$ cat src/verilog/dbrs_pkg.sv
// constants, states and register map of the dual button reset supervisor
// assumes a 125 MHz aclk and a synchronous active-low aresetn
// How it works
// - both outputs assert after both buttons held
// - strap picks 2 s, 6 s or 10 s
// - short double press gives no pulse
// - high output push-pull, low output open-drain
// - each output times its own pulse
// - low output pulse 210 ms or 360 ms
// - high output pulse length is a setting
// - undervoltage holds both outputs asserted
// - timeouts start after supply recovers, power-up too
// - at least 10 ms between high-pulse intervals; undervoltage asserts the high output even during the rest time
// - low pulse within 140-280 or 240-480 ms
// - no reset effect unless both buttons low
package dbrs_pkg;
  // *****************************************************
  // timing
  // *****************************************************
  localparam int CLK_PERIOD_NS = 8; // aclk period
  localparam int TICK_TIME_NS = 1000000; // one millisecond tick
  localparam int TICK_CYCLES = TICK_TIME_NS / CLK_PERIOD_NS;
  localparam int MS_PER_S = 1000;
  localparam int HOLD_GND_S = 2; // strap grounded
  localparam int HOLD_OPEN_S = 6; // strap open
  localparam int HOLD_VCC_S = 10; // strap at supply
  localparam int HOLD_GND_MS = HOLD_GND_S * MS_PER_S;
  localparam int HOLD_OPEN_MS = HOLD_OPEN_S * MS_PER_S;
  localparam int HOLD_VCC_MS = HOLD_VCC_S * MS_PER_S;
  localparam int LOW_SHORT_MS = 210; // low output, base build
  localparam int LOW_LONG_MS = 360; // low output, alternate build
  localparam int HIGH_MS_PER_NF = 15; // high output per 0.001 uF
  localparam int GAP_MS = 10; // rest between high pulses
  localparam int CNT_W = 16; // millisecond counter width
  // *****************************************************
  // strap codes and button states
  // *****************************************************
  localparam logic [1:0] SEL_GND = 2'h0;
  localparam logic [1:0] SEL_OPEN = 2'h1;
  localparam logic [1:0] SEL_VCC = 2'h2;
  typedef enum logic [1:0] {
    BTN_IDLE = 2'b00, // waiting for a double press
    BTN_HOLD = 2'b01, // both low, counting
    BTN_FIRE = 2'b10, // qualified, waiting to start pulse
    BTN_REL = 2'b11 // waiting for both released
  } dbrs_btn_type;
  // *****************************************************
  // register map
  // *****************************************************
  localparam int ADDR_W = 4;
  localparam logic [3:0] CFG_OFS = 4'h0;
  localparam logic [3:0] STAT_OFS = 4'h4;
  localparam logic [3:0] CNT_OFS = 4'h8;
  localparam int CFG_HI_LSB = 0; // high pulse length in ms
  localparam int CFG_LONG_BIT = 16; // selects the long low pulse
  localparam logic [15:0] CFG_HI_RST = 16'h000F;
  localparam logic [1:0] RESP_OKAY = 2'h0;
  localparam logic [1:0] RESP_SLVERR = 2'h2;
endpackage : dbrs_pkg

$ cat src/verilog/dbrs_top.sv
// dual button reset supervisor: hold qualification, two reset
// pulse timers and an AXI4-Lite register slave
// assumes all inputs synchronous to aclk and supply_ok from a
// comparator outside
//
// The AXI4-Lite register port and the register offsets were chosen for this implementation.
`timescale 1ns/10ps
`default_nettype none
module dbrs_top #(
  parameter int TICK_CYCLES = dbrs_pkg::TICK_CYCLES,
  parameter int HOLD_GND_MS = dbrs_pkg::HOLD_GND_MS,
  parameter int HOLD_OPEN_MS = dbrs_pkg::HOLD_OPEN_MS,
  parameter int HOLD_VCC_MS = dbrs_pkg::HOLD_VCC_MS
) (
  input wire logic aclk,
  input wire logic aresetn,
  // push-buttons and strap
  input wire logic button_in_a_n,
  input wire logic button_in_b_n,
  input wire logic [1:0] hold_delay_select,
  input wire logic supply_ok, // high while supply above threshold
  // reset outputs
  output logic reset_out_high,
  output logic reset_out_low_od_o,
  output logic reset_out_low_od_oe,
  // axi4-lite
  input wire logic [3:0] s_axi_awaddr,
  input wire logic s_axi_awvalid,
  output logic s_axi_awready,
  input wire logic [31:0] s_axi_wdata,
  input wire logic [3:0] s_axi_wstrb,
  input wire logic s_axi_wvalid,
  output logic s_axi_wready,
  output logic [1:0] s_axi_bresp,
  output logic s_axi_bvalid,
  input wire logic s_axi_bready,
  input wire logic [3:0] s_axi_araddr,
  input wire logic s_axi_arvalid,
  output logic s_axi_arready,
  output logic [31:0] s_axi_rdata,
  output logic [1:0] s_axi_rresp,
  output logic s_axi_rvalid,
  input wire logic s_axi_rready
);
  localparam int CW = dbrs_pkg::CNT_W;

  // *****************************************************
  // millisecond tick
  // *****************************************************
  logic [31:0] tick_cnt_r; // cycles within the tick
  logic [31:0] tick_cnt_nxt;
  logic tick; // one-cycle pulse each millisecond

  // count cycles up to one tick period
  always_comb begin
    tick = (tick_cnt_r == 32'(TICK_CYCLES - 1));
    tick_cnt_nxt = tick ? 32'h0000_0000 : tick_cnt_r + 32'h0000_0001;
  end

  always_ff @(posedge aclk) begin
    if (!aresetn) begin
      tick_cnt_r <= 32'h0000_0000;
    end else begin
      tick_cnt_r <= tick_cnt_nxt;
    end
  end

  // *****************************************************
  // strap capture and button qualification
  // *****************************************************
  logic [1:0] sel_r; // strap caught while in reset
  logic [CW-1:0] hold_lim; // hold delay in ticks
  dbrs_pkg::dbrs_btn_type btn_r, btn_nxt; // press state
  logic [CW-1:0] hold_r, hold_nxt; // ticks held so far
  logic [7:0] press_r, press_nxt; // qualified presses, wraps
  logic both_low; // both buttons pressed
  logic both_high; // both buttons released
  logic fire_take; // pulse start accepted

  // strap is static, so it is only caught during reset
  always_ff @(posedge aclk) begin
    if (!aresetn) begin
      sel_r <= hold_delay_select;
    end
  end

  // hold limit from the strap; unknown code acts as open
  always_comb begin
    unique case (sel_r)
      dbrs_pkg::SEL_GND: hold_lim = CW'(HOLD_GND_MS);
      dbrs_pkg::SEL_VCC: hold_lim = CW'(HOLD_VCC_MS);
      default: hold_lim = CW'(HOLD_OPEN_MS);
    endcase
  end

  // press state machine
  always_comb begin
    both_low = !button_in_a_n && !button_in_b_n;
    both_high = button_in_a_n && button_in_b_n;
    btn_nxt = btn_r;
    hold_nxt = hold_r;
    press_nxt = press_r;
    unique case (btn_r)
      dbrs_pkg::BTN_IDLE: begin
        hold_nxt = '0;
        if (both_low) begin
          btn_nxt = dbrs_pkg::BTN_HOLD;
        end
      end
      dbrs_pkg::BTN_HOLD: begin
        if (!both_low) begin
          // early release: no pulse, start over
          btn_nxt = dbrs_pkg::BTN_IDLE;
          hold_nxt = '0;
        end else if (hold_r >= hold_lim) begin
          btn_nxt = dbrs_pkg::BTN_FIRE;
          press_nxt = press_r + 8'h01;
        end else if (tick) begin
          hold_nxt = hold_r + CW'(1);
        end
      end
      dbrs_pkg::BTN_FIRE: begin
        if (fire_take) begin
          btn_nxt = dbrs_pkg::BTN_REL;
        end
      end
      dbrs_pkg::BTN_REL: begin
        if (both_high) begin
          btn_nxt = dbrs_pkg::BTN_IDLE; // rearm
        end
      end
    endcase
  end

  always_ff @(posedge aclk) begin
    if (!aresetn) begin
      btn_r <= dbrs_pkg::BTN_IDLE;
      hold_r <= '0;
      press_r <= 8'h00;
    end else begin
      btn_r <= btn_nxt;
      hold_r <= hold_nxt;
      press_r <= press_nxt;
    end
  end

  // *****************************************************
  // pulse timers
  // *****************************************************
  logic [CW-1:0] cfg_hi_r; // high pulse length, ms
  logic cfg_long_r; // long low pulse option
  logic hi_act_r, hi_act_nxt; // high output asserted
  logic lo_act_r, lo_act_nxt; // low output asserted
  logic [CW-1:0] hi_cnt_r, hi_cnt_nxt; // high pulse ms left
  logic [CW-1:0] lo_cnt_r, lo_cnt_nxt; // low pulse ms left
  logic [CW-1:0] gap_r, gap_nxt; // rest ms left after high pulse
  logic [CW-1:0] lo_len; // chosen low pulse length

  // each output counts down on its own; undervoltage holds
  // both loaded so counting begins only after recovery
  always_comb begin
    lo_len = cfg_long_r ? CW'(dbrs_pkg::LOW_LONG_MS)
                        : CW'(dbrs_pkg::LOW_SHORT_MS);
    hi_act_nxt = hi_act_r;
    lo_act_nxt = lo_act_r;
    hi_cnt_nxt = hi_cnt_r;
    lo_cnt_nxt = lo_cnt_r;
    gap_nxt = gap_r;
    // a new pulse waits out the rest time and any running pulse
    fire_take = (btn_r == dbrs_pkg::BTN_FIRE) && (gap_r == '0)
                && !hi_act_r && !lo_act_r && supply_ok;
    if (tick && (gap_r != '0)) begin
      gap_nxt = gap_r - CW'(1);
    end
    if (!supply_ok) begin
      // hold both asserted and loaded
      hi_act_nxt = 1'b1;
      lo_act_nxt = 1'b1;
      hi_cnt_nxt = cfg_hi_r;
      lo_cnt_nxt = lo_len;
    end else if (fire_take) begin
      // both assert in the same cycle
      hi_act_nxt = 1'b1;
      lo_act_nxt = 1'b1;
      hi_cnt_nxt = cfg_hi_r;
      lo_cnt_nxt = lo_len;
    end else begin
      // high output: counts only once the rest time is over
      if (hi_act_r && tick && (gap_r == '0)) begin
        if (hi_cnt_r <= CW'(1)) begin
          hi_act_nxt = 1'b0;
          gap_nxt = CW'(dbrs_pkg::GAP_MS);
        end else begin
          hi_cnt_nxt = hi_cnt_r - CW'(1);
        end
      end
      // low output: own fixed length
      if (lo_act_r && tick) begin
        if (lo_cnt_r <= CW'(1)) begin
          lo_act_nxt = 1'b0;
        end else begin
          lo_cnt_nxt = lo_cnt_r - CW'(1);
        end
      end
    end
  end

  // reset leaves both asserted and loaded: power-up pulse
  always_ff @(posedge aclk) begin
    if (!aresetn) begin
      hi_act_r <= 1'b1;
      lo_act_r <= 1'b1;
      hi_cnt_r <= dbrs_pkg::CFG_HI_RST;
      lo_cnt_r <= CW'(dbrs_pkg::LOW_SHORT_MS);
      gap_r <= '0;
    end else begin
      hi_act_r <= hi_act_nxt;
      lo_act_r <= lo_act_nxt;
      hi_cnt_r <= hi_cnt_nxt;
      lo_cnt_r <= lo_cnt_nxt;
      gap_r <= gap_nxt;
    end
  end

  // push-pull high output, open-drain low output
  always_comb begin
    reset_out_high = hi_act_r;
    reset_out_low_od_o = 1'b0; // only ever pulls low
    reset_out_low_od_oe = lo_act_r; // released when idle
  end

  // *****************************************************
  // axi4-lite slave
  // *****************************************************
  logic aw_got_r, aw_got_nxt; // write address held
  logic w_got_r, w_got_nxt; // write data held
  logic [3:0] awaddr_r, awaddr_nxt; // held write address
  logic [31:0] wdata_r, wdata_nxt; // held write data
  logic [3:0] wstrb_r, wstrb_nxt; // held byte lanes
  logic bvalid_r, bvalid_nxt; // write answer pending
  logic [1:0] bresp_r, bresp_nxt; // write answer code
  logic rvalid_r, rvalid_nxt; // read answer pending
  logic [31:0] rdata_r, rdata_nxt; // read answer data
  logic [1:0] rresp_r, rresp_nxt; // read answer code
  logic [CW-1:0] cfg_hi_nxt;
  logic cfg_long_nxt;
  logic do_wr; // both halves of a write present
  logic [31:0] stat_word; // live status

  // status word: outputs, supply, strap, press state, rest time
  always_comb begin
    stat_word = 32'h0000_0000;
    stat_word[0] = hi_act_r;
    stat_word[1] = lo_act_r;
    stat_word[2] = supply_ok;
    stat_word[5:4] = sel_r;
    stat_word[9:8] = btn_r;
    stat_word[12] = (gap_r != '0);
  end

  // address and data taken in either order, answer after both
  always_comb begin
    s_axi_awready = !aw_got_r && !bvalid_r;
    s_axi_wready = !w_got_r && !bvalid_r;
    s_axi_arready = !rvalid_r;
    aw_got_nxt = aw_got_r;
    w_got_nxt = w_got_r;
    awaddr_nxt = awaddr_r;
    wdata_nxt = wdata_r;
    wstrb_nxt = wstrb_r;
    bvalid_nxt = bvalid_r;
    bresp_nxt = bresp_r;
    rvalid_nxt = rvalid_r;
    rdata_nxt = rdata_r;
    rresp_nxt = rresp_r;
    cfg_hi_nxt = cfg_hi_r;
    cfg_long_nxt = cfg_long_r;
    if (s_axi_awvalid && s_axi_awready) begin
      aw_got_nxt = 1'b1;
      awaddr_nxt = s_axi_awaddr;
    end
    if (s_axi_wvalid && s_axi_wready) begin
      w_got_nxt = 1'b1;
      wdata_nxt = s_axi_wdata;
      wstrb_nxt = s_axi_wstrb;
    end
    do_wr = aw_got_r && w_got_r;
    if (do_wr) begin
      aw_got_nxt = 1'b0;
      w_got_nxt = 1'b0;
      bvalid_nxt = 1'b1;
      bresp_nxt = dbrs_pkg::RESP_OKAY;
      unique case (awaddr_r)
        dbrs_pkg::CFG_OFS: begin
          if (wstrb_r[0]) begin
            cfg_hi_nxt[7:0] = wdata_r[dbrs_pkg::CFG_HI_LSB +: 8];
          end
          if (wstrb_r[1]) begin
            cfg_hi_nxt[15:8] = wdata_r[dbrs_pkg::CFG_HI_LSB + 8 +: 8];
          end
          if (wstrb_r[2]) begin
            cfg_long_nxt = wdata_r[dbrs_pkg::CFG_LONG_BIT];
          end
        end
        dbrs_pkg::STAT_OFS, dbrs_pkg::CNT_OFS: begin
          // read-only, write ignored
        end
        default: bresp_nxt = dbrs_pkg::RESP_SLVERR;
      endcase
    end else if (bvalid_r && s_axi_bready) begin
      bvalid_nxt = 1'b0;
    end
    if (s_axi_arvalid && s_axi_arready) begin
      rvalid_nxt = 1'b1;
      rresp_nxt = dbrs_pkg::RESP_OKAY;
      unique case (s_axi_araddr)
        dbrs_pkg::CFG_OFS: begin
          rdata_nxt = {15'h0000, cfg_long_r, cfg_hi_r};
        end
        dbrs_pkg::STAT_OFS: rdata_nxt = stat_word;
        dbrs_pkg::CNT_OFS: rdata_nxt = {24'h00_0000, press_r};
        default: begin
          rdata_nxt = 32'h0000_0000;
          rresp_nxt = dbrs_pkg::RESP_SLVERR;
        end
      endcase
    end else if (rvalid_r && s_axi_rready) begin
      rvalid_nxt = 1'b0;
    end
    s_axi_bvalid = bvalid_r;
    s_axi_bresp = bresp_r;
    s_axi_rvalid = rvalid_r;
    s_axi_rdata = rdata_r;
    s_axi_rresp = rresp_r;
  end

  always_ff @(posedge aclk) begin
    if (!aresetn) begin
      aw_got_r <= 1'b0;
      w_got_r <= 1'b0;
      awaddr_r <= 4'h0;
      wdata_r <= 32'h0000_0000;
      wstrb_r <= 4'h0;
      bvalid_r <= 1'b0;
      bresp_r <= 2'h0;
      rvalid_r <= 1'b0;
      rdata_r <= 32'h0000_0000;
      rresp_r <= 2'h0;
      cfg_hi_r <= dbrs_pkg::CFG_HI_RST;
      cfg_long_r <= 1'b0;
    end else begin
      aw_got_r <= aw_got_nxt;
      w_got_r <= w_got_nxt;
      awaddr_r <= awaddr_nxt;
      wdata_r <= wdata_nxt;
      wstrb_r <= wstrb_nxt;
      bvalid_r <= bvalid_nxt;
      bresp_r <= bresp_nxt;
      rvalid_r <= rvalid_nxt;
      rdata_r <= rdata_nxt;
      rresp_r <= rresp_nxt;
      cfg_hi_r <= cfg_hi_nxt;
      cfg_long_r <= cfg_long_nxt;
    end
  end
endmodule : dbrs_top
`default_nettype wire
$ cat config.mk
export PLATFORM = sky130hd
export DESIGN_NAME = dbrs_top
export DESIGN_NICKNAME = d
export VERILOG_FILES = /design/src/verilog/dbrs_pkg.sv /design/src/verilog/dbrs_top.sv
export SDC_FILE = /design/constraint.sdc
export NUM_CORES = 1
export LEC_CHECK = 0
export ABC_CLOCK_PERIOD_IN_PS = 5000
export BUFFER_PORTS_ARGS = -buffer_cell sky130_fd_sc_hd__buf_2
export CORE_MARGIN = 4
export CORE_UTILIZATION = 55
export CTS_BUF_LIST = sky130_fd_sc_hd__clkbuf_8
export CTS_CLUSTER_SIZE = 25
export DETAILED_ROUTE_END_ITERATION = 10
export PLACE_DENSITY = 0.75
export SYNTH_ARGS = -nofsm -noshare
export SYNTH_HDL_FRONTEND = slang
export SYNTH_SLANG_ARGS = --single-unit
$ cat constraint.sdc
create_clock -name aclk -period 5 [get_ports aclk]
set_input_delay 0.25 -clock aclk [delete_from_list [all_inputs] [get_ports aclk]]
set_output_delay 0.25 -clock aclk [all_outputs]
set_load 0.1 [all_outputs]
## Yosys cells after proc, flatten, opt, wreduce, memory -nomap -nowiden

Cells that the tools add are included.

- Add/sub/neg operators: 6
- Multiply operators: 0
- Div/mod/pow operators: 0
- Order comparisons: 3
- Eq/ne operators: 19
- Shifts and indexed selects: 0
- Mux-type cells: 32
- Bitwise operators: 2
- Reductions and logical operators: 50

Operators by type and width:

| operator | count |
|---|---|
| 16-bit 2-to-1 mux | 16 |
| 17-bit case mux with 3 select lines | 1 |
| 16-bit by 1-bit subtractor with 16-bit output, second input constant | 3 |
| 32-bit by 1-bit adder with 32-bit output, second input constant | 1 |
| 32-bit by 17-bit == test with 1-bit output, second input constant | 1 |
| 16-bit by 1-bit less-or-equal comparator with 1-bit output, second input constant | 2 |
| 16-bit case mux with 2 select lines | 1 |
| 14-bit case mux with 2 select lines | 1 |
| 1-bit logical AND | 18 |
| 16-bit by 1-bit adder with 16-bit output, second input constant | 1 |
| 16-bit >= comparator | 1 |
| 16-bit zero test | 1 |
| 16-bit nonzero test | 1 |
| 3-bit inequality test, second input constant | 5 |
| 3-bit AND reduction | 5 |
| 2-bit 2-to-1 mux | 7 |
| 9-bit 2-to-1 mux | 1 |
| 3-bit OR reduction | 3 |
| 8-bit by 1-bit adder with 8-bit output, second input constant | 1 |
| 4-bit by 3-bit == test with 1-bit output, second input constant | 2 |
| 4-bit == test, second input constant | 2 |
| 1-bit zero test | 8 |
| 4-bit zero test | 2 |
| 2-bit case mux with 4 select lines | 1 |
| other kinds (11) | 27 |

- Register bits after elaboration: 191
- Bits in latches: 0
- RAM bits: 0
- Bits in read-only memories: 0
- Bits of input ports: 56
- Logic and storage cells: 135
- Memories: 0

## Longest topological paths before layout

Gate-level depths: netlist of the first run.

- Depth after elaboration: 7
- Gate-level depth with buffers: 11

## Worst setup path after synthesis of the first run

OpenSTA, ideal clock, no wires.

- Kind: reg2reg
- Start point: register bvalid_r, in the netlist s_axi_bvalid
- End point: register awaddr_r[0]
- Setup time: 0.128 ns
- Arrival time: 2.834 ns
- Data required time: 4.872 ns
- Slack: 2.039 ns
- Stages on the path, launching flop included: 6
- Path buffers: 1
- Period minus slack after synthesis: 2.961 ns
- Path through: dfxtp_1 > nor2_1 > and2_1 > clkbuf_1 > mux2i_1 > nor2_1

- Cells in the longest elaborated chain, start to end: 3

Ends and longest elaborated chain:

| element | line | source |
|---|---|---|
| start: declaration | dbrs_top.sv:240 | `logic bvalid_r, bvalid_nxt;` |
| start signal: assignment | dbrs_top.sv:357 | `bvalid_r <= bvalid_nxt;` |
| 1-bit zero test | dbrs_top.sv:263 | `s_axi_awready = !aw_got_r && !bvalid_r;` |
| 1-bit logical AND | dbrs_top.sv:263 |  |
| via s_axi_awready | dbrs_top.sv:29 | `output logic s_axi_awready,` |
| 1-bit logical AND | dbrs_top.sv:278 | `if (s_axi_awvalid && s_axi_awready) begin` |
| end signal: assignment | dbrs_top.sv:354 | `awaddr_r <= awaddr_nxt;` |
| end: declaration | dbrs_top.sv:237 | `logic [3:0] awaddr_r, awaddr_nxt;` |

The timed path passes the listed nets, and every way through them passes these cells.
A chain may end at the register's enable or synchronous reset.

## Final worst setup path of the first run

- Start point: register tick_cnt_r[0]
- End point: register hold_r[12]

- Cells in the longest elaborated chain, start to end: 3

Ends and longest elaborated chain:

| element | line | source |
|---|---|---|
| start: declaration | dbrs_top.sv:50 | `logic [31:0] tick_cnt_r;` |
| start signal: assignment | dbrs_top.sv:64 | `tick_cnt_r <= tick_cnt_nxt;` |
| 32-bit by 17-bit == test with 1-bit output | dbrs_top.sv:56 | `tick = (tick_cnt_r == 32'(TICK_CYCLES - 1));` |
| 3-bit inequality test (no line) | -- |  |
| 3-bit AND reduction (no line) | -- |  |
| end signal: assignment | dbrs_top.sv:142 | `hold_r <= hold_nxt;` |
| end: declaration | dbrs_top.sv:74 | `logic [CW-1:0] hold_r, hold_nxt;` |

No other way between the ends.

==> results of run 1 <==
flip-flops by register name, summed over array words and instances, names as in the netlist, 8 cells and up, named ones only:
register     count
tick_cnt_r      32
s_axi_rdata     17
wdata_r         17
cfg_hi_r        16
gap_r           16
hi_cnt_r        16
hold_r          16
lo_cnt_r        16
press_r          8
per-stage QoR:
| step | area, um^2 | setup slack (ns) | instances |
|---|---|---|---|
| after floorplan | 8308 | 2.039 | 991 |
| after global placement | 8586 | 2.165 | 1181 |
| after detailed placement | 8586 | 2.114 | 1181 |
| after CTS | 9184 | 2.040 | 1232 |
| after global routing | 9204 | 1.801 | 1234 |
| final | 9204 | 2.020 | 1234 |
final cells by class:
class	instances	area share [%]
multi-input cells	728	47.72
clock buffers	17	2.542
clock inverters	15	1.890
flip-flops and latches	174	38.06
well taps	184	2.501
repair buffers	92	6.308
inverters	24	0.9788
cells by family (layout without fill, tap and decap cells):
group                    count (synthesis)  in the layout
multiplexers                            39             39
buffers and inverters                   89            148
adder cells (fa/ha/maj)                 14             14
XOR/XNOR                                64             64
other                                    1             18
AO/OA/AOI/OAI                          152            152
flip-flops                             174            174
AND/OR/NAND/NOR                        441            441
per-layer routing:
layer | track usage (%) | vias to the layer above | wire (um)
li1 | - | 3517 | -
met1 | 27.95 | 3245 | 8330
met2 | 36.03 | 156 | 8503
met3 | 6.057 | 16 | 899
met4 | 5.263 | 0 | 191
met5 | 0 | - | 0
worst max-delay path by stage:
stage | startpoint | endpoint | slack [ns] | cells past startpoint
floorplan | s_axi_bvalid | awaddr_r[0] | 2.04 | 5
detailed placement | tick_cnt_r[0] | lo_cnt_r[15] | 2.11 | 7
CTS | tick_cnt_r[0] | hold_r[12] | 2.04 | 7
global route | tick_cnt_r[0] | lo_cnt_r[15] | 1.80 | 7
finish | tick_cnt_r[0] | hold_r[12] | 2.02 | 7
global placement | tick_cnt_r[0] | hold_r[12] | 2.16 | 7
power by group through the flow:
stage	clock [mW]	sequential (mW)	combinational, mW
finish	1.02	1.43	0.253
global route	1.10	1.44	0.274
CTS	1.04	1.43	0.251
detailed placement	0	1.47	0.239
global placement	0	1.47	0.237
floorplan	0	1.48	0.191
critical path, delay by kind of cell, from the launching register on:
kind | cells | cell delay, ns
adders and majority gates | 1 | 0.27
AOI/OAI and AO/OA | 1 | 0.14
DFF | 1 | 0.38
and+or+nand+nor | 5 | 2.10
Yosys cell counts, drive strengths merged (22+ instances only):
cell type,n,area (um^2)
a21oi,71,355.3
buf,27,190.2
clkbuf,38,142.6
dfxtp,172,3443
inv,24,90.08
mux2i,37,370.4
nand2,95,364.1
nand3,42,215.2
nand4,37,231.5
nor2,126,498.0
nor3,28,156.4
o21ai,35,175.2
xnor2,22,192.7
xor2,42,367.9
==> results.toml, run 1 <==
[status]
status = "finished clean"

[power]
switching_share_pct = 28.34
ir_drop_v = 0.0002326
switchingPower_uw = 767.0
comb_power_share_pct = 9.3
total_leakage_power_nw = 3.525
pwr-share-clk_pct = 37.7
p_seq_share_pct = 53.0
power_density_nw_per_um2 = 294.1
finalPower_mw = 2.707
p_int_mw = 1.940

[cts]
cts_buffers = 17
root_buffer = "clkbuf_8"
cts_resized = 0
hold_buffers = 19
cts_tree = "done"
cts-htree-levels = 4
clock_path_buffers = 2
postCtsSetupBuffers = 0
clk_pin_slew_ns = 0.09
clk-insertion-delay-late_ns = 0.47
cts_sinks = 174

[job]
max_cap_violations = 0

[logic_synthesis]
syn_inst = 974
yosys.cell_types.count = 65
synthArstFlopShare_pct = 0
synth_fa_ha_area_share_pct = 2.125
ys_seq_area_share_pct = 42.50
synth_top_family_by_area = "simple AND/OR/NAND/NOR gates"
synth_mux_area_share_pct = 4.766
syn_area_per_cell_um2 = 8.464
synth_area_um2 = 8244
synth-edff-count = 2
synthSimpleGateAreaFrac_pct = 27.85
synth_xor_xnor_area_share_pct = 6.799
synthFlopType = "dfxtp_1"
synth_compound_area_share_pct = 10.79
ys_warn_count = 0
synth_seq_cells = 174

[drt]
dr.first_iter.drc_count = 605
ant_nets = 0
vias = 6934
dr.pass1.iters = 6
via_per_inst = 5.619
wl_per_cell_um = 14.53
drc = 0
wirelength_um = 17930

[layout]
layout_commonest_cell = "dfxtp_1"
drive_gt1_share_pct = 12.29
utilization_pct = 63.09
fill_cells = 1275
register_area_um2 = 3503
final_cell_mix = "dfxtp_1 (172), nor2_1 (116), nand2_1 (94)"
diodes = 0
syn2layout_area_growth_pct = 11.64
fin_nets = 1107
multi_input_area_um2 = 4392

[timing]
finalClockSkew_ns = 0.01307
hold_viol = 0
rsz0062_at_grt = "false"
fin_crit_ns = 2.980
post-route-period-util_pct = 59.60
timing.hold.ws_ns = 0.02721
clock.fmax_mhz = 335.6
drv_slew = 0
relSlewSlack_pct = 33.25
worstMarginPinSlew_ns = 0.9988
setup_viol = 0
fin_setup_tns_ns = 0

[placement]
hpwl_um = 12280
portBuffers = 65
gp_congestion = 0.7821

[worst_setup_path]
worstPathMaxFanout = 20
crit_type = "reg -> reg"
crit_chain = "ha_1 -> nor4b_1 -> nand4_1 -> nor3_4 -> nand3_1 -> or3_1 -> a21oi_1"
slowest_delay_ns = 0.75
reg2reg_slack_ns = 2.02
rr_worst_depth = 7
end_kind = "flip-flop"
arrival_ns = 3.37
cp.required_ns = 5.39
worstReg2RegEnd = "hold_r[12]"
rr_startpoint = "tick_cnt_r[0]"
critPathSlowestCell = "nor3_4"
start_kind = "flip-flop"

[floorplan]
dieHeight_um = 130.4
pin_count = 100
die_area_um2 = 17010
core_um2 = 14590
rows = 44
initial_core_util_pct = 56.51
die_x_um = 130.4

[hold_path]
whs_path_depth = 3
min_path_type = "in -> reg"
min_to = "wstrb_r[2]"
hp-start = "s_axi_wstrb[2]"

[global_routing]
grt-ovfl-total = 0
grt_pass1_wl_um = 30180
gr-usage-all-layers_pct = 21.60
grt_max_degree = 57
grt_pass1_vias = 6392
antenna_found_initial = 0
Power figures use the tool's default switching activity.
==> run 2: changes to the inputs <==
Settings changed: ABC_CLOCK_PERIOD_IN_PS 5000 to 2800.
Clock period 5 ns to 2.8 ns, I/O delays scaled along.
==> results.toml, run 2 (synthesis results as in run 1) <==
[status]
status = "finished clean"

[floorplan]
pin_count = 100
die_area_um2 = 17010
die_x_um = 130.4
core_um2 = 14590
dieHeight_um = 130.4
initial_core_util_pct = 56.51
rows = 44

[timing]
hold_viol = 0
rsz0062_at_grt = "false"
fin_setup_tns_ns = 0
drv_slew = 0
clock.fmax_mhz = 375.5
fin_crit_ns = 2.663
relSlewSlack_pct = 42.75
worstMarginPinSlew_ns = 0.8575
finalClockSkew_ns = 0.01246
post-route-period-util_pct = 95.11
setup_viol = 0

[drt]
wirelength_um = 18250
vias = 7125
drc = 0
dr.first_iter.drc_count = 488
dr.pass1.iters = 5
via_per_inst = 5.659
wl_per_cell_um = 14.50
ant_nets = 0

[worst_setup_path]
end_kind = "flip-flop"
worstPathMaxFanout = 10
cp.required_ns = 3.21
crit_type = "reg -> reg"
start_kind = "flip-flop"
rr_worst_depth = 10
reg2reg_slack_ns = 0.14
rr_startpoint = "sel_r[1]"
arrival_ns = 3.07

[placement]
dpl.cell_count = 1194
dpl-instance-area_um2 = 8701
hpwl_um = 12430
portBuffers = 65
gp_congestion = 0.8103

[cts]
clock_path_buffers = 2
clk_pin_slew_ns = 0.10
cts_buffers = 17
root_buffer = "clkbuf_8"
cts-htree-levels = 4
clk-insertion-delay-late_ns = 0.47
cts_sinks = 174
cts_tree = "done"

[layout]
largest_reg_flops = 32
fin_nets = 1132
layout_commonest_cell = "dfxtp_1"
multi_input_area_um2 = 4397
drive_gt1_share_pct = 13.67
fin_cells = 1259
fill_cells = 1251
final_cell_mix = "dfxtp_1 (172), nor2_1 (114), nand2_1 (94)"
diodes = 0
syn2layout_area_growth_pct = 14.01
largest-register = "tick_cnt_r"
register_area_um2 = 3503
postLayoutCellArea_um2 = 9399

[hold_path]
min_path_type = "in -> reg"
whs_path_depth = 3
hp-start = "button_in_a_n"
min_to = "btn_r[0]"

[global_routing]
antenna_found_initial = 0
grt_pass1_wl_um = 31600
grt-ovfl-total = 0
grt_pass1_vias = 6701
grt_max_degree = 49
gr-usage-all-layers_pct = 22.51

[power]
total_leakage_power_nw = 3.625
ir_drop_v = 0.0004131
finalPower_mw = 4.713
power_density_nw_per_um2 = 501.4

[job]
max_cap_violations = 0
## run 2: area by class of cell
class                   instances  area share [%]
clock inverters                15           1.478
multi-input cells             728           46.78
inverters                      24          0.9585
well taps                     184           2.449
clock buffers                  17           2.489
flip-flops and latches        174           37.27
repair buffers                117           8.573
## run 2: worst max-delay path by stage
stage,start,end,slack (ns)
4_1_cts,sel_r[1],flip-flop,0.08
3_3_place_gp,tick_cnt_r[0],gap_r[2],0.33
6_report,sel_r[1],flip-flop,0.14
2_1_floorplan,reset_out_high,hi_cnt_r[11],0.28
3_5_place_dp,tick_cnt_r[0],gap_r[2],0.30
5_1_grt,sel_r[1],flip-flop,0.03
## run 2: report_power, final
group	internal [mW]	leakage (nW)	total (mW)	switching (mW)
logic	0.130	2.02	0.473	0.343
clock network	0.659	0.187	1.68	1.02
registers	2.52	1.41	2.56	0.0379
total	3.31	3.62	4.71	1.40
## run 2: timing repair
action	in CTS	in global routing
hold endpoints to repair	30	0
setup endpoints to repair	0	1
hold buffers	31	0
setup buffers	0	2
gates resized for setup	0	1
## run 2: critical path: stages (launching register included)
cell and delay [ns]:
edfxtp_1 0.43, or2_2 0.32, ha_1 0.30, nand2_1 0.05, o21ai_1 0.17, a21oi_1 0.09
buf_4 0.18, nor2b_1 0.15, a21oi_1 0.09, a311oi_1 0.26, dlygate4sd3_1 0.58
## run 2: layer usage
| metal | up-vias | GRT usage [%] | share of wire [%] | wire [um] |
|---|---|---|---|---|
| li1 | 3597 | - | - | - |
| met1 | 3329 | 29.81 | 47 | 8537 |
| met2 | 168 | 36.48 | 46 | 8480 |
| met3 | 31 | 5.000 | 4.9 | 900 |
| met4 | 0 | 7.864 | 1.8 | 336 |
| met5 | - | 0 | 0 | 0 |
## run 2: metrics by stage
stage               util (%)  setup slack, ns  hold slack [ns]
finish                 64.43           0.1369          0.02569
global route           64.43          0.02653          0.02918
CTS                    64.32          0.07664         0.002641
detailed placement     59.64           0.2956           0.3210
global placement       59.64           0.3269           0.3176
floorplan                  -           0.2825           0.2389
==> run 3: changes to the inputs <==
Settings changed: ABC_AREA from default to 1, ABC_CLOCK_PERIOD_IN_PS 2800 to 2300, CTS_CLUSTER_DIAMETER from default to 40, PLACE_DENSITY 0.75 to 0.77.
Clock period 2.8 ns to 2.3 ns, I/O delays scaled along.
==> results.toml, run 3 <==
[layout]
fin_nets = 1591
utilization_pct = 63.96
diodes = 0
syn2layout_area_growth_pct = 13.16
largest_reg_flops = 32
fill_cells = 1513
layout_commonest_cell = "nand2_1"
largest-register = "tick_cnt_r"
final_cell_mix = "nand2_1 (332), nor2_1 (228), dfxtp_1 (171)"
drive_gt1_share_pct = 10.76

[global_routing]
use_met1_pct = 31.73
grt-ovfl-total = 0
grt_max_degree = 69
grtUsageMet3_pct = 5.241
gr-usage-all-layers_pct = 24.93
grt_busiest_layer = "met2"
grt_pass1_vias = 8877
met2_usage_pct = 42.83
grt_pass1_wl_um = 40940
antenna_found_initial = 0

[logic_synthesis]
synth-edff-count = 2
synth_xor_xnor_area_share_pct = 2.421
synth_seq_cells = 174
synth_most_common_cell = "nand2_1"
syn_inst = 1427
yosys.cell_types.count = 44
synth_mux_area_share_pct = 0
synthArstFlopShare_pct = 0
synth_area_leader_cell = "dfxtp_1"
synth_commonest_cells = "nand2_1 (333), nor2_1 (232), dfxtp_1 (172)"
synthFlopType = "dfxtp_1"
synth_area_um2 = 9407
ys_seq_area_share_pct = 37.24
syn_area_per_cell_um2 = 6.592
synth_top_family_by_area = "simple AND/OR/NAND/NOR gates"
synth_compound_area_share_pct = 11.33
synth_area_leaders = "dfxtp_1 (37%), nand2_1 (13%), nor2_1 (9.3%), inv_1 (6.3%), nand3_1 (4.9%)"
ys_warn_count = 0
synth_top_area_share_pct = 36.61
synth_fa_ha_area_share_pct = 1.862
synthSimpleGateAreaFrac_pct = 37.24

[drt]
wl_per_cell_um = 13.85
via_per_inst = 5.345
drc = 0
vias = 9375
ant_nets = 0
dr.first_iter.drc_count = 725
wirelength_um = 24300
dr.pass1.iters = 5

[timing]
fin_crit_ns = 2.059
drv_slew = 0
clock.fmax_mhz = 485.6
setup_viol = 0
worstMarginPinSlew_ns = 0.7945
finalClockSkew_ns = 0.01596
fin_setup_tns_ns = 0
hold_viol = 0
post-route-period-util_pct = 89.54
relSlewSlack_pct = 46.98
rsz0062_at_grt = "false"

[power]
total_leakage_power_nw = 4.481
power_density_nw_per_um2 = 580.9
ir_drop_v = 0.0005107

[floorplan]
core_um2 = 16640
pin_count = 100
dieHeight_um = 138.8
initial_core_util_pct = 56.52
die_x_um = 138.8
die_area_um2 = 19260
rows = 47

[hold_path]
whs_path_depth = 3
min_path_type = "in -> reg"

[worst_setup_path]
end_kind = "flip-flop"
path_common_cell = "nand2_1"
start_kind = "flip-flop"
crit_chain = "ha_1 -> inv_1 -> nor2_1 -> nand2_1 -> nor2_4 -> nand2_4 -> nor2_8 -> nand3_4 -> nor2_4 -> nand2_1 -> nand3_1 -> nand2_1 -> inv_1"
cp.required_ns = 2.73
critPathSlowestCell = "dfxtp_1"
slowest_delay_ns = 0.36
worstPathMaxFanout = 9
rr_worst_depth = 13
arrival_ns = 2.49
crit_type = "reg -> reg"

[placement]
hpwl_um = 16870
gp_congestion = 0.8965
portBuffers = 65

[cts]
cts-htree-levels = 4
root_buffer = "clkbuf_8"
cts_tree = "done"
cts_buffers = 17
cts_sinks = 174
clk_pin_slew_ns = 0.11
clk-insertion-delay-late_ns = 0.49
clock_path_buffers = 2

[job]
max_cap_violations = 0

[status]
status = "finished clean"
-- run 3: cell count changes in the layout (fill, tap and decap cells not counted), sizes merged, moves of 21 or more --
| cell | before | now |
|---|---|---|
| mux2i | 37 | 0 |
| xor2 | 42 | 19 |
| nor2 | 126 | 251 |
| or3 | 21 | 0 |
| inv | 35 | 167 |
| nand3 | 42 | 94 |
| a21oi | 71 | 95 |
| nand2 | 95 | 344 |
| o21ai | 35 | 79 |
-- run 3: critical path: cells and delay by family (launching register included) --
family,cells,cell delay (ns)
simple gates,10,1.26
fa+ha+maj,1,0.23
flops,1,0.36
buf+inv,2,0.18
-- run 3: routing by layer --
layer | share of wire [%] | routed length, um | up-vias
met2 | 47 | 11460 | 273
met4 | 2.0 | 478 | 0
met1 | 45 | 10940 | 4298
li1 | - | - | 4754
met5 | 0 | 0 | -
met3 | 5.9 | 1424 | 50
-- run 3: kinds of logic after synthesis --
| group | after synthesis |
|---|---|
| other cells | 1 |
| simple gates | 796 |
| flops | 174 |
| fa+ha+maj | 14 |
| compound gates | 198 |
| buf+inv | 218 |
| xor+xnor | 26 |
-- run 3: final cells by class --
| type | instances | area [um^2] | share of cell area (%) |
|---|---|---|---|
| Tap cell | 220 | 275.3 | 2.586 |
| Multi-Input combinational cell | 1052 | 5067 | 47.61 |
| Sequential cell | 174 | 3505 | 32.93 |
| Inverter | 166 | 626.9 | 5.889 |
| Timing Repair Buffer | 110 | 745.7 | 7.006 |
| Clock buffer | 17 | 234.0 | 2.198 |
| Clock inverter | 15 | 190.2 | 1.787 |
-- run 3: per-stage QoR --
step / power (mW) / instance area [um^2] / std cells / hold WS [ns] / setup WS (ns)
6_report: 6.184 / 10640 / 1754 / 0.01446 / 0.2406
5_1_grt: 6.400 / 10640 / 1754 / 0.02310 / 0.005409
4_1_cts: 6.183 / 10630 / 1754 / 0.0006161 / 0.1788
3_5_place_dp: 3.949 / 9877 / 1689 / 0.2950 / 0.1865
3_3_place_gp: 3.937 / 9877 / 1689 / 0.2949 / 0.2917
2_1_floorplan: 3.825 / 9490 / 1444 / 0.2139 / 0.1485
-- run 3: what timing repair did --
| item | CTS | global route |
|---|---|---|
| setup endpoints to repair | 0 | 11 |
| endpoints found under the hold margin | 29 | 0 |
| gates resized for setup | 0 | 4 |
| buffers inserted | 0 | 0 |
| hold buffers | 33 | 0 |
-- run 3: power breakdown --
part           leakage [nW]  switching, mW  internal [mW]  total (mW)
sequential             1.42         0.0598           3.11        3.17
combinational          2.86          0.585          0.195       0.780
clock                 0.206           1.40          0.840        2.24
-- run 3: worst paths after layout --
check	from	end	slack, ns
setup / recovery	tick_cnt_r[0]	hi_cnt_r[10]	0.24
hold / removal	aresetn	hi_cnt_r[13]	0.01
setup reg to reg	tick_cnt_r[0]	hi_cnt_r[10]	0.24
hold reg to reg	hold_r[15]	hold_r[15]	0.45
